### config.mk
export PLATFORM = sky130hd
export DESIGN_NAME = timer_unit_one
export DESIGN_NICKNAME = d
export VERILOG_FILES = /design/src/common/timer_unit_one_pkg.sv /design/src/source_clock_divider.sv /design/src/timer_unit_one.sv
export SDC_FILE = /design/constraint.sdc
export NUM_CORES = 1
export LEC_CHECK = 0
export BUFFER_PORTS_ARGS = -buffer_cell sky130_fd_sc_hd__buf_2
export CORE_MARGIN = 4
export CORE_UTILIZATION = 30
export DETAILED_ROUTE_END_ITERATION = 10
export GPL_ROUTABILITY_DRIVEN = 0
export RECOVER_POWER = 100
export SYNTH_ARGS = -nofsm -noshare
export SYNTH_HDL_FRONTEND = slang
export SYNTH_SLANG_ARGS = --single-unit
export TNS_END_PERCENT = 100
### constraint.sdc
create_clock -name pclk -period 3.3 [get_ports pclk]
set_clock_uncertainty 0.05 [all_clocks]
set_input_delay 0.495 -clock pclk [delete_from_list [all_inputs] [get_ports pclk]]
set_output_delay 0.495 -clock pclk [all_outputs]
set_load 0.05 [all_outputs]
### src/common/timer_unit_one_pkg.sv
// Register map, field layout and encodings of the 16-bit timer/counter
package timer_unit_one_pkg;

    // ----------------------------------------------------------------
    // Register indices and APB byte addresses
    // ----------------------------------------------------------------
    localparam int ADDR_W = 8;
    localparam logic [ADDR_W-1:0] IDX_COMPARE_A = 8'h10;
    localparam logic [ADDR_W-1:0] IDX_COMPARE_B = 8'h12;
    localparam logic [ADDR_W-1:0] IDX_CONTROL = 8'h14;
    localparam logic [ADDR_W-1:0] ADDR_COMPARE_A = 8'h40;
    localparam logic [ADDR_W-1:0] ADDR_COMPARE_B = 8'h48;
    localparam logic [ADDR_W-1:0] ADDR_CONTROL = 8'h50;

    // ----------------------------------------------------------------
    // Reset values
    // ----------------------------------------------------------------
    localparam logic [15:0] COMPARE_RESET = 16'hFFFF;
    localparam logic [7:0] CONTROL_RESET = 8'h00;

    // ----------------------------------------------------------------
    // Control register fields
    // ----------------------------------------------------------------
    localparam int CTL_FLIPFLOP_BIT = 7;
    localparam int CTL_OPTION_BIT = 6;
    localparam int CTL_START_HI = 5;
    localparam int CTL_START_LO = 4;
    localparam int CTL_CLOCK_HI = 3;
    localparam int CTL_CLOCK_LO = 2;
    localparam int CTL_MODE_HI = 1;
    localparam int CTL_MODE_LO = 0;

    // Start control codes
    localparam logic [1:0] START_STOP = 2'h0;
    localparam logic [1:0] START_COMMAND = 2'h1;
    localparam logic [1:0] START_RISING = 2'h2;
    localparam logic [1:0] START_FALLING = 2'h3;

    // Source clock codes
    localparam logic [1:0] CLK_SLOWEST = 2'h0;
    localparam logic [1:0] CLK_MEDIUM = 2'h1;
    localparam logic [1:0] CLK_FASTEST = 2'h2;
    localparam logic [1:0] CLK_EXTERNAL = 2'h3;

    // Operating mode codes
    localparam logic [1:0] MODE_TIMER = 2'h0;
    localparam logic [1:0] MODE_WINDOW = 2'h1;
    localparam logic [1:0] MODE_PULSE_WIDTH = 2'h2;
    localparam logic [1:0] MODE_PULSE_OUT = 2'h3;

    // ----------------------------------------------------------------
    // Prescaler exponents: divide by 2**n
    // ----------------------------------------------------------------
    localparam int DIV_FAST_EXP = 3;
    localparam int DIV_MEDIUM_EXP = 7;
    localparam int DIV_SLOW_EXP = 11;
    localparam int DIV_LOW_CLK_EXP = 3;

    // Counter states, Gray coded along idle -> run
    typedef enum logic [1:0] {
        CNT_IDLE = 2'b00,
        CNT_RUN = 2'b01,
        CNT_HOLD = 2'b11
    } count_state_e;

endpackage

### src/source_clock_divider.sv
// Prescaler producing one-cycle enable pulses for the timer source clocks
`timescale 1ns/1ps
`default_nettype none

module source_clock_divider #(
    parameter int SLOW_EXP = timer_unit_one_pkg::DIV_SLOW_EXP,
    parameter int MEDIUM_EXP = timer_unit_one_pkg::DIV_MEDIUM_EXP,
    parameter int FAST_EXP = timer_unit_one_pkg::DIV_FAST_EXP,
    parameter int LOW_EXP = timer_unit_one_pkg::DIV_LOW_CLK_EXP
) (
    input wire logic pclk,
    input wire logic presetn,
    input wire logic low_clk,
    output logic tick_fast,
    output logic tick_medium,
    output logic tick_slow,
    output logic tick_low
);
    import timer_unit_one_pkg::*;

    // ----------------------------------------------------------------
    // Elaboration check
    // ----------------------------------------------------------------
    if (!(FAST_EXP > 0 && FAST_EXP < MEDIUM_EXP && MEDIUM_EXP < SLOW_EXP && LOW_EXP > 0))
        $error("source_clock_divider: exponents must be ascending and positive");

    logic [SLOW_EXP-1:0] pre_reg, pre_next;
    logic [LOW_EXP-1:0] low_cnt_reg, low_cnt_next;
    logic low_meta_reg, low_sync_reg, low_prev_reg;
    logic fast_next, medium_next, slow_next, low_next;

    // Free-running prescaler; each tap fires when its low bits are all ones
    always_comb begin
        pre_next = pre_reg + 1'b1;
        fast_next = &pre_reg[FAST_EXP-1:0];
        medium_next = &pre_reg[MEDIUM_EXP-1:0];
        slow_next = &pre_reg;
        low_cnt_next = low_cnt_reg;
        low_next = 1'b0;
        // Low clock is asynchronous: only the synchronised copy is edge-detected
        if (low_sync_reg && !low_prev_reg) begin
            low_cnt_next = low_cnt_reg + 1'b1;
            low_next = &low_cnt_reg;
        end
    end

    // Registers
    always_ff @(posedge pclk or negedge presetn) begin
        if (!presetn) begin
            pre_reg <= '0;
            low_cnt_reg <= '0;
            low_meta_reg <= 1'b0;
            low_sync_reg <= 1'b0;
            low_prev_reg <= 1'b0;
            tick_fast <= 1'b0;
            tick_medium <= 1'b0;
            tick_slow <= 1'b0;
            tick_low <= 1'b0;
        end else begin
            pre_reg <= pre_next;
            low_cnt_reg <= low_cnt_next;
            low_meta_reg <= low_clk;
            low_sync_reg <= low_meta_reg;
            low_prev_reg <= low_sync_reg;
            tick_fast <= fast_next;
            tick_medium <= medium_next;
            tick_slow <= slow_next;
            tick_low <= low_next;
        end
    end

endmodule // source_clock_divider

`default_nettype wire

### src/timer_unit_one.sv
// 16-bit timer/counter with APB register file, compare, capture and pulse output
//
// Register access over APB was chosen for this implementation.
`timescale 1ns/1ps
`default_nettype none

// How it works
// - Both compare registers reset to all ones.
// - Register B accepts writes only in pulse output mode.
// - Control register resets to zero; counter stopped and cleared.
// - Written values become active on first source tick after high byte write.
// - Low byte alone never updates the active value; write low then high.
// - Start codes: stop and clear, command start, rising or falling edge.
// - Clock codes: div 2048 or low/8, div 128, div 8, external pin.
// - Mode codes: timer/trigger/event, window, pulse width, pulse output.
// - Option bit picks trigger start only, or start and stop.
// - Stop mode entry forces start field to zero and halts the counter.
// - Capture copies on source ticks, pulse width on the stop edge; software waits one tick before reading.
// - Timer match with A raises interrupt, clears counter; keeps counting unless edge-triggered.
// - Auto-capture copies the running count into register B every tick.
module timer_unit_one (
    input wire logic pclk,
    input wire logic presetn,
    input wire logic psel,
    input wire logic penable,
    input wire logic pwrite,
    input wire logic [timer_unit_one_pkg::ADDR_W-1:0] paddr,
    input wire logic [31:0] pwdata,
    input wire logic [3:0] pstrb,
    output logic [31:0] prdata,
    output logic pready,
    output logic pslverr,
    input wire logic stop_mode_entry,
    input wire logic slow_mode,
    input wire logic divider_clock_option,
    input wire logic low_clk,
    input wire logic timer_pin,
    output logic match_interrupt,
    output logic pulse_out
);
    import timer_unit_one_pkg::*;

    // ----------------------------------------------------------------
    // Source clock selection
    // ----------------------------------------------------------------
    logic tick_fast, tick_medium, tick_slow, tick_low;
    logic pin_meta_reg, pin_sync_reg, pin_prev_reg;
    logic pin_rise, pin_fall, src_tick;
    logic [7:0] ctl_reg, ctl_next;
    logic [1:0] start_f, clock_f, mode_f;

    source_clock_divider u_divider (
        .pclk(pclk),
        .presetn(presetn),
        .low_clk(low_clk),
        .tick_fast(tick_fast),
        .tick_medium(tick_medium),
        .tick_slow(tick_slow),
        .tick_low(tick_low)
    );

    assign start_f = ctl_reg[CTL_START_HI:CTL_START_LO];
    assign clock_f = ctl_reg[CTL_CLOCK_HI:CTL_CLOCK_LO];
    assign mode_f = ctl_reg[CTL_MODE_HI:CTL_MODE_LO];
    assign pin_rise = pin_sync_reg && !pin_prev_reg;
    assign pin_fall = !pin_sync_reg && pin_prev_reg;

    // Tick mux; in slow mode the fast sources are dead, so only codes 00 and 11 run
    always_comb begin
        case (clock_f)
            CLK_SLOWEST: src_tick = (slow_mode || divider_clock_option) ? tick_low : tick_slow;
            CLK_MEDIUM: src_tick = tick_medium && !slow_mode;
            CLK_FASTEST: src_tick = tick_fast && !slow_mode;
            CLK_EXTERNAL: src_tick = (start_f == START_FALLING) ? pin_fall : pin_rise;
            default: src_tick = 1'b0;
        endcase
    end

    // ----------------------------------------------------------------
    // APB register file
    // ----------------------------------------------------------------
    logic [15:0] a_shadow_reg, a_shadow_next, a_active_reg, a_active_next;
    logic [15:0] b_shadow_reg, b_shadow_next, b_active_reg, b_active_next;
    logic a_pend_reg, a_pend_next, b_pend_reg, b_pend_next;
    logic [31:0] rdata_next;
    logic ready_next, err_next, wr_access, mapped;
    logic capture_req;
    logic [15:0] capture_val;

    // Access phase completes in the cycle after setup, so writes land there
    assign wr_access = psel && penable && pready && pwrite;
    assign mapped = (paddr == ADDR_COMPARE_A) || (paddr == ADDR_COMPARE_B) ||
                    (paddr == ADDR_CONTROL);

    // Next-state for registers, read data and shadow buffers
    always_comb begin
        ctl_next = ctl_reg;
        a_shadow_next = a_shadow_reg;
        b_shadow_next = b_shadow_reg;
        a_active_next = a_active_reg;
        b_active_next = b_active_reg;
        a_pend_next = a_pend_reg;
        b_pend_next = b_pend_reg;
        ready_next = psel && !penable;
        err_next = psel && !penable && !mapped;
        rdata_next = prdata;
        if (psel && !penable) begin
            case (paddr)
                ADDR_COMPARE_A: rdata_next = {16'h0000, a_active_reg};
                ADDR_COMPARE_B: rdata_next = {16'h0000, b_active_reg};
                ADDR_CONTROL: rdata_next = {24'h000000, ctl_reg};
                default: rdata_next = 32'h00000000;
            endcase
        end
        // Shadow loads promote on a tick; a high-byte write in that cycle re-arms
        if (src_tick && a_pend_reg) begin
            a_active_next = a_shadow_reg;
            a_pend_next = 1'b0;
        end
        if (src_tick && b_pend_reg) begin
            b_active_next = b_shadow_reg;
            b_pend_next = 1'b0;
        end
        if (capture_req) begin
            b_active_next = capture_val;
        end
        if (wr_access && paddr == ADDR_COMPARE_A) begin
            if (pstrb[0]) a_shadow_next[7:0] = pwdata[7:0];
            if (pstrb[1]) begin
                a_shadow_next[15:8] = pwdata[15:8];
                a_pend_next = 1'b1;
            end
        end
        // Writes to B outside pulse output mode are dropped without error
        if (wr_access && paddr == ADDR_COMPARE_B && mode_f == MODE_PULSE_OUT) begin
            if (pstrb[0]) b_shadow_next[7:0] = pwdata[7:0];
            if (pstrb[1]) begin
                b_shadow_next[15:8] = pwdata[15:8];
                b_pend_next = 1'b1;
            end
        end
        if (wr_access && paddr == ADDR_CONTROL && pstrb[0]) begin
            ctl_next = pwdata[7:0];
        end
        // Hardware stop beats a simultaneous software start
        if (stop_mode_entry) begin
            ctl_next[CTL_START_HI:CTL_START_LO] = START_STOP;
        end
    end

    // Registers; compare values come up at all ones, control at zero
    always_ff @(posedge pclk or negedge presetn) begin
        if (!presetn) begin
            ctl_reg <= CONTROL_RESET;
            a_shadow_reg <= COMPARE_RESET;
            b_shadow_reg <= COMPARE_RESET;
            a_active_reg <= COMPARE_RESET;
            b_active_reg <= COMPARE_RESET;
            a_pend_reg <= 1'b0;
            b_pend_reg <= 1'b0;
            prdata <= 32'h00000000;
            pready <= 1'b0;
            pslverr <= 1'b0;
        end else begin
            ctl_reg <= ctl_next;
            a_shadow_reg <= a_shadow_next;
            b_shadow_reg <= b_shadow_next;
            a_active_reg <= a_active_next;
            b_active_reg <= b_active_next;
            a_pend_reg <= a_pend_next;
            b_pend_reg <= b_pend_next;
            prdata <= rdata_next;
            pready <= ready_next;
            pslverr <= err_next;
        end
    end

    // ----------------------------------------------------------------
    // Up-counter and mode sequencing
    // ----------------------------------------------------------------
    count_state_e state_reg, state_next;
    logic [15:0] cnt_reg, cnt_next;
    logic irq_next, out_next;
    logic start_edge, stop_edge, window_level, match_a, match_b, option;

    assign option = ctl_reg[CTL_OPTION_BIT];
    assign start_edge = (start_f == START_RISING) ? pin_rise : pin_fall;
    assign stop_edge = (start_f == START_RISING) ? pin_fall : pin_rise;
    assign window_level = (start_f == START_RISING) ? pin_sync_reg : !pin_sync_reg;
    assign match_a = (cnt_reg == a_active_reg);
    assign match_b = (cnt_reg == b_active_reg);

    // Counter next-state; start code 00 always stops and clears
    always_comb begin
        state_next = state_reg;
        cnt_next = cnt_reg;
        irq_next = 1'b0;
        out_next = pulse_out;
        capture_req = 1'b0;
        capture_val = cnt_reg;
        if (start_f == START_STOP) begin
            state_next = CNT_IDLE;
            cnt_next = 16'h0000;
            // Idle level of the pulse pin follows the flip-flop control bit in pulse output mode, else low
            out_next = ctl_reg[CTL_FLIPFLOP_BIT] && (mode_f == MODE_PULSE_OUT);
        end else begin
            case (mode_f)
                MODE_TIMER: begin
                    if (start_f == START_COMMAND || clock_f == CLK_EXTERNAL) begin
                        // Timer or event counter: free run, clear on match
                        state_next = CNT_RUN;
                        if (src_tick) begin
                            if (match_a) begin
                                cnt_next = 16'h0000;
                                irq_next = 1'b1;
                            end else begin
                                cnt_next = cnt_reg + 16'h0001;
                            end
                            capture_req = option;
                        end
                    end else if (state_reg != CNT_RUN) begin
                        if (start_edge) state_next = CNT_RUN;
                    end else if (option && stop_edge) begin
                        state_next = CNT_IDLE;
                        cnt_next = 16'h0000;
                    end else if (src_tick) begin
                        capture_req = option;
                        if (match_a) begin
                            state_next = CNT_IDLE;
                            cnt_next = 16'h0000;
                            irq_next = 1'b1;
                        end else begin
                            cnt_next = cnt_reg + 16'h0001;
                        end
                    end
                end
                MODE_WINDOW: begin
                    state_next = window_level ? CNT_RUN : CNT_HOLD;
                    if (src_tick && window_level) begin
                        capture_req = option;
                        if (match_a) begin
                            cnt_next = 16'h0000;
                            irq_next = 1'b1;
                        end else begin
                            cnt_next = cnt_reg + 16'h0001;
                        end
                    end
                end
                MODE_PULSE_WIDTH: begin
                    if (state_reg != CNT_RUN) begin
                        if (start_edge) begin
                            state_next = CNT_RUN;
                            cnt_next = 16'h0000;
                        end
                    end else if (stop_edge) begin
                        // Width lands in B; with option set, capture then waits for next pulse
                        capture_req = 1'b1;
                        irq_next = 1'b1;
                        cnt_next = 16'h0000;
                        if (option) state_next = CNT_IDLE;
                    end else if (src_tick && cnt_reg != 16'hFFFF) begin
                        cnt_next = cnt_reg + 16'h0001;
                    end
                end
                MODE_PULSE_OUT: begin
                    if (state_reg == CNT_IDLE) begin
                        if (start_f == START_COMMAND || start_edge) state_next = CNT_RUN;
                    end else if (state_reg == CNT_RUN && src_tick) begin
                        if (match_a) begin
                            cnt_next = 16'h0000;
                            irq_next = 1'b1;
                            out_next = !pulse_out;
                            // One-shot parks after a single period
                            if (option) state_next = CNT_HOLD;
                        end else begin
                            if (match_b) out_next = !pulse_out;
                            cnt_next = cnt_reg + 16'h0001;
                        end
                    end
                end
                default: state_next = CNT_IDLE;
            endcase
        end
    end

    // Counter registers and pin synchroniser
    always_ff @(posedge pclk or negedge presetn) begin
        if (!presetn) begin
            state_reg <= CNT_IDLE;
            cnt_reg <= 16'h0000;
            match_interrupt <= 1'b0;
            pulse_out <= 1'b0;
            pin_meta_reg <= 1'b0;
            pin_sync_reg <= 1'b0;
            pin_prev_reg <= 1'b0;
        end else begin
            state_reg <= state_next;
            cnt_reg <= cnt_next;
            match_interrupt <= irq_next;
            pulse_out <= out_next;
            pin_meta_reg <= timer_pin;
            pin_sync_reg <= pin_meta_reg;
            pin_prev_reg <= pin_sync_reg;
        end
    end

endmodule // timer_unit_one

`default_nettype wire

==> out/metrics.yaml <==
worst_ir_drop_vdd_v: 0.000337
ioPinCount: 90
hpwlAfterDp_um: 12400
worst_ep_required_time_ns: 3.56
number_of_buffers_created_by_cts: 17
yosys.cell_types.count: 70
failed_checks: "capacitance limit, slew limit"
worstPathCellList: "xnor2_1, nand4_1, nor4_1, nand3_1, a221oi_1, mux2_2"
tritoncts: "built"
synthesis.area_sq_um: 7160
cap_viol_max_count: 1
synth_top_flop_cell: "sky130_fd_sc_hd__dfrtp_1"
grt_overflow: 0
setup_repair_after_global_routing_missed_its_margin: "false"
final.setup.worst_slack_ns: 0.362
count_of_inserted_antenna_diode_cells: 0
finalSetupTns_ns: 0
total_die_area_sq_um: 26400
family_with_the_most_delay_on_the_worst_path: "simple AND/OR/NAND/NOR gates"
pwr_density_cell_nw_per_um2: 472
number_of_buffers_inserted_by_hold_repair_at_cts: 0
grt_max_degree: 66
placement.io_buffers: 55
layout-drive-gt1-share: 0.342
numClockSinks: 136
pre_cts_slack_ns: 0.544
initial_antenna_violation_count: 1
synthCells: 627
finalNetCount: 742
dr.first_iter.drc_count: 288
synthToLayoutAreaGrowth_pct: 15.4
synth_enable_flop_cells: 0
wirelength_um: 17200
fp.dieH_um: 162
timing.slew.headroom: -0.149
cts.reportedPaths.clkPinSlew_ns: 0.06
cts.repair_timing.setup_buffer_count: 0
path_class: "reg -> reg"
hold_path.class: "in -> reg"
critical_path.endpoint_type: "register"
route.detailed.vias_per_inst: 4.74
multiInputGateArea_sq_um: 3320
final_min_period_ns: 2.94
arrival_ns: 3.20
fill_cell_total_of_the_finished_layout: 2364
timing.critical_path.from_type: "register"
critical_path.max_stage_delay_ns: 0.72
timing.critical_path.buf_inv: 0
detailed_place.area_sq_um: 7740
drv_slew: 65
synthesized_flop_and_latch_total: 136
dp_cells: 980
synthesis.area_per_instance_sq_um: 11.4
row_count: 56
cts-root-to-sink-buffers: 2
fin_area_sq_um: 8260
timing.fmax_mhz: 340
drtAntennaViolNets: 0
setup_viol_count_final: 0
period_share: 0.890
floorplan.initialDensity: 0.305
number_of_global_route_vias_before_repair: 4959
ff_latch_area_sq_um: 3480
core_sq_um: 23500
htree_levels: 4
die_outline_width_um: 162
totalPowerFinal_mw: 3.90
timing.critical_path.fanout_max: 10
ys.warnings.count: 0
worstSkewPairLatency_ns: 0.42
ctsResizeCount: 0
postSynth.asyncResetShare: 1.00
outcome: "finished, violations left"
report.final.hold_viol_count: 0
global_route.usage.total: 0.136
utilization: 0.352
hold_ws_ns: 0.126
synth-seq-area-share: 0.487
leakage_nw: 3.50
routedWlPerCell_um: 17.0
grt_pass1_wl_um: 27900
cts_root_buffer: "sky130_fd_sc_hd__clkbuf_16"
detail_route.first_pass.iterations: 5
crit_slowest_cell: "sky130_fd_sc_hd__nor4_1"
route.vias.total: 4800
timing_worst_slew_pin_value_ns: 1.72
route.detailed.drc: 0
final_cells: 1012
[synth_stat cells, types with 8 or more instances]
cell | count | share of area
sky130_fd_sc_hd__dfstp_2 | 64 | 0.24
sky130_fd_sc_hd__mux2_4 | 8 | 0.017
sky130_fd_sc_hd__nand2_1 | 47 | 0.025
sky130_fd_sc_hd__buf_4 | 22 | 0.023
sky130_fd_sc_hd__xnor2_1 | 41 | 0.050
sky130_fd_sc_hd__mux2i_1 | 26 | 0.036
sky130_fd_sc_hd__clkbuf_1 | 15 | 0.0079
sky130_fd_sc_hd__nor2b_1 | 9 | 0.0079
sky130_fd_sc_hd__inv_1 | 9 | 0.0047
sky130_fd_sc_hd__ha_1 | 8 | 0.014
sky130_fd_sc_hd__a21oi_1 | 14 | 0.0098
sky130_fd_sc_hd__o21ai_0 | 30 | 0.021
sky130_fd_sc_hd__nand4_1 | 13 | 0.011
sky130_fd_sc_hd__mux2_2 | 77 | 0.12
sky130_fd_sc_hd__dfrtp_1 | 72 | 0.25
sky130_fd_sc_hd__nor2_1 | 24 | 0.013
sky130_fd_sc_hd__nand3_1 | 14 | 0.0098
sky130_fd_sc_hd__nor3_1 | 10 | 0.0070
sky130_fd_sc_hd__a22o_1 | 14 | 0.017
[placed cells by master, fill, tap and decap left out, types with 8 or more instances in the layout]
cell	instances
sky130_fd_sc_hd__inv_1	9
sky130_fd_sc_hd__buf_2	33
sky130_fd_sc_hd__ha_1	8
sky130_fd_sc_hd__mux2_2	77
sky130_fd_sc_hd__dfrtp_1	72
sky130_fd_sc_hd__xnor2_1	41
sky130_fd_sc_hd__clkbuf_16	17
sky130_fd_sc_hd__nand3_1	14
sky130_fd_sc_hd__nor2_1	25
sky130_fd_sc_hd__a22o_1	14
sky130_fd_sc_hd__dfstp_2	64
sky130_fd_sc_hd__o21ai_0	31
sky130_fd_sc_hd__nor4_1	8
sky130_fd_sc_hd__clkbuf_1	24
sky130_fd_sc_hd__nor2b_1	9
sky130_fd_sc_hd__nand2_1	47
sky130_fd_sc_hd__nand4_1	13
sky130_fd_sc_hd__buf_4	14
sky130_fd_sc_hd__mux2_1	9
sky130_fd_sc_hd__mux2i_1	26
sky130_fd_sc_hd__a21oi_1	14
sky130_fd_sc_hd__conb_1	16
sky130_fd_sc_hd__nor3_1	11
[worst paths after layout]
| path | start | endpoint | slack [ns] | cells after the start |
|---|---|---|---|---|
| max | capture_val[4] | state_reg[1] | 0.36 | 6 |
| min | low_clk | u_divider.low_meta_reg | 0.13 | 1 |
| max reg2reg | capture_val[4] | state_reg[1] | 0.36 | 6 |
| min reg2reg | u_divider.low_meta_reg | u_divider.low_sync_reg | 0.30 | 0 |
| max in group asynchronous | presetn | capture_val[7] | 0.80 | 2 |
| min in group asynchronous | presetn | prdata[12] | 0.49 | 1 |
[area by class of cell]
cell class	count	area share
flip-flops and latches	136	0.422
well taps	319	0.0483
inverters	9	0.00409
multi-input cells	442	0.402
clock inverters	11	0.0177
clock buffers	21	0.0570
repair buffers	74	0.0492
[where the power goes]
group,internal (mW),switching (mW),total [mW]
Clock,1.25,0.736,1.98
Combinational,0.0597,0.139,0.198
Sequential,1.70,0.0143,1.71
[metal layers]
metal	vias to the layer above	wire, um	part of all wire	track usage
li1	2333	-	-	-
met1	2359	8220	0.48	0.187
met2	89	8030	0.47	0.213
met3	17	723	0.042	0.0334
met4	2	265	0.015	0.0431
met5	-	7	0.00041	0
[logic make-up (layout without fill, tap and decap cells)]
logic type / after synthesis / after routing / share of synthesized area
fa+ha+maj: 8 / 8 / 0.0140
buf+inv: 64 / 115 / 0.0500
compound gates: 100 / 100 / 0.0983
simple gates: 162 / 162 / 0.121
flops: 136 / 136 / 0.487
xor+xnor: 44 / 44 / 0.0539
other cells: 1 / 16 / 0.000524
mux: 112 / 112 / 0.176
No activity file was read; power rests on OpenSTA's default activity.
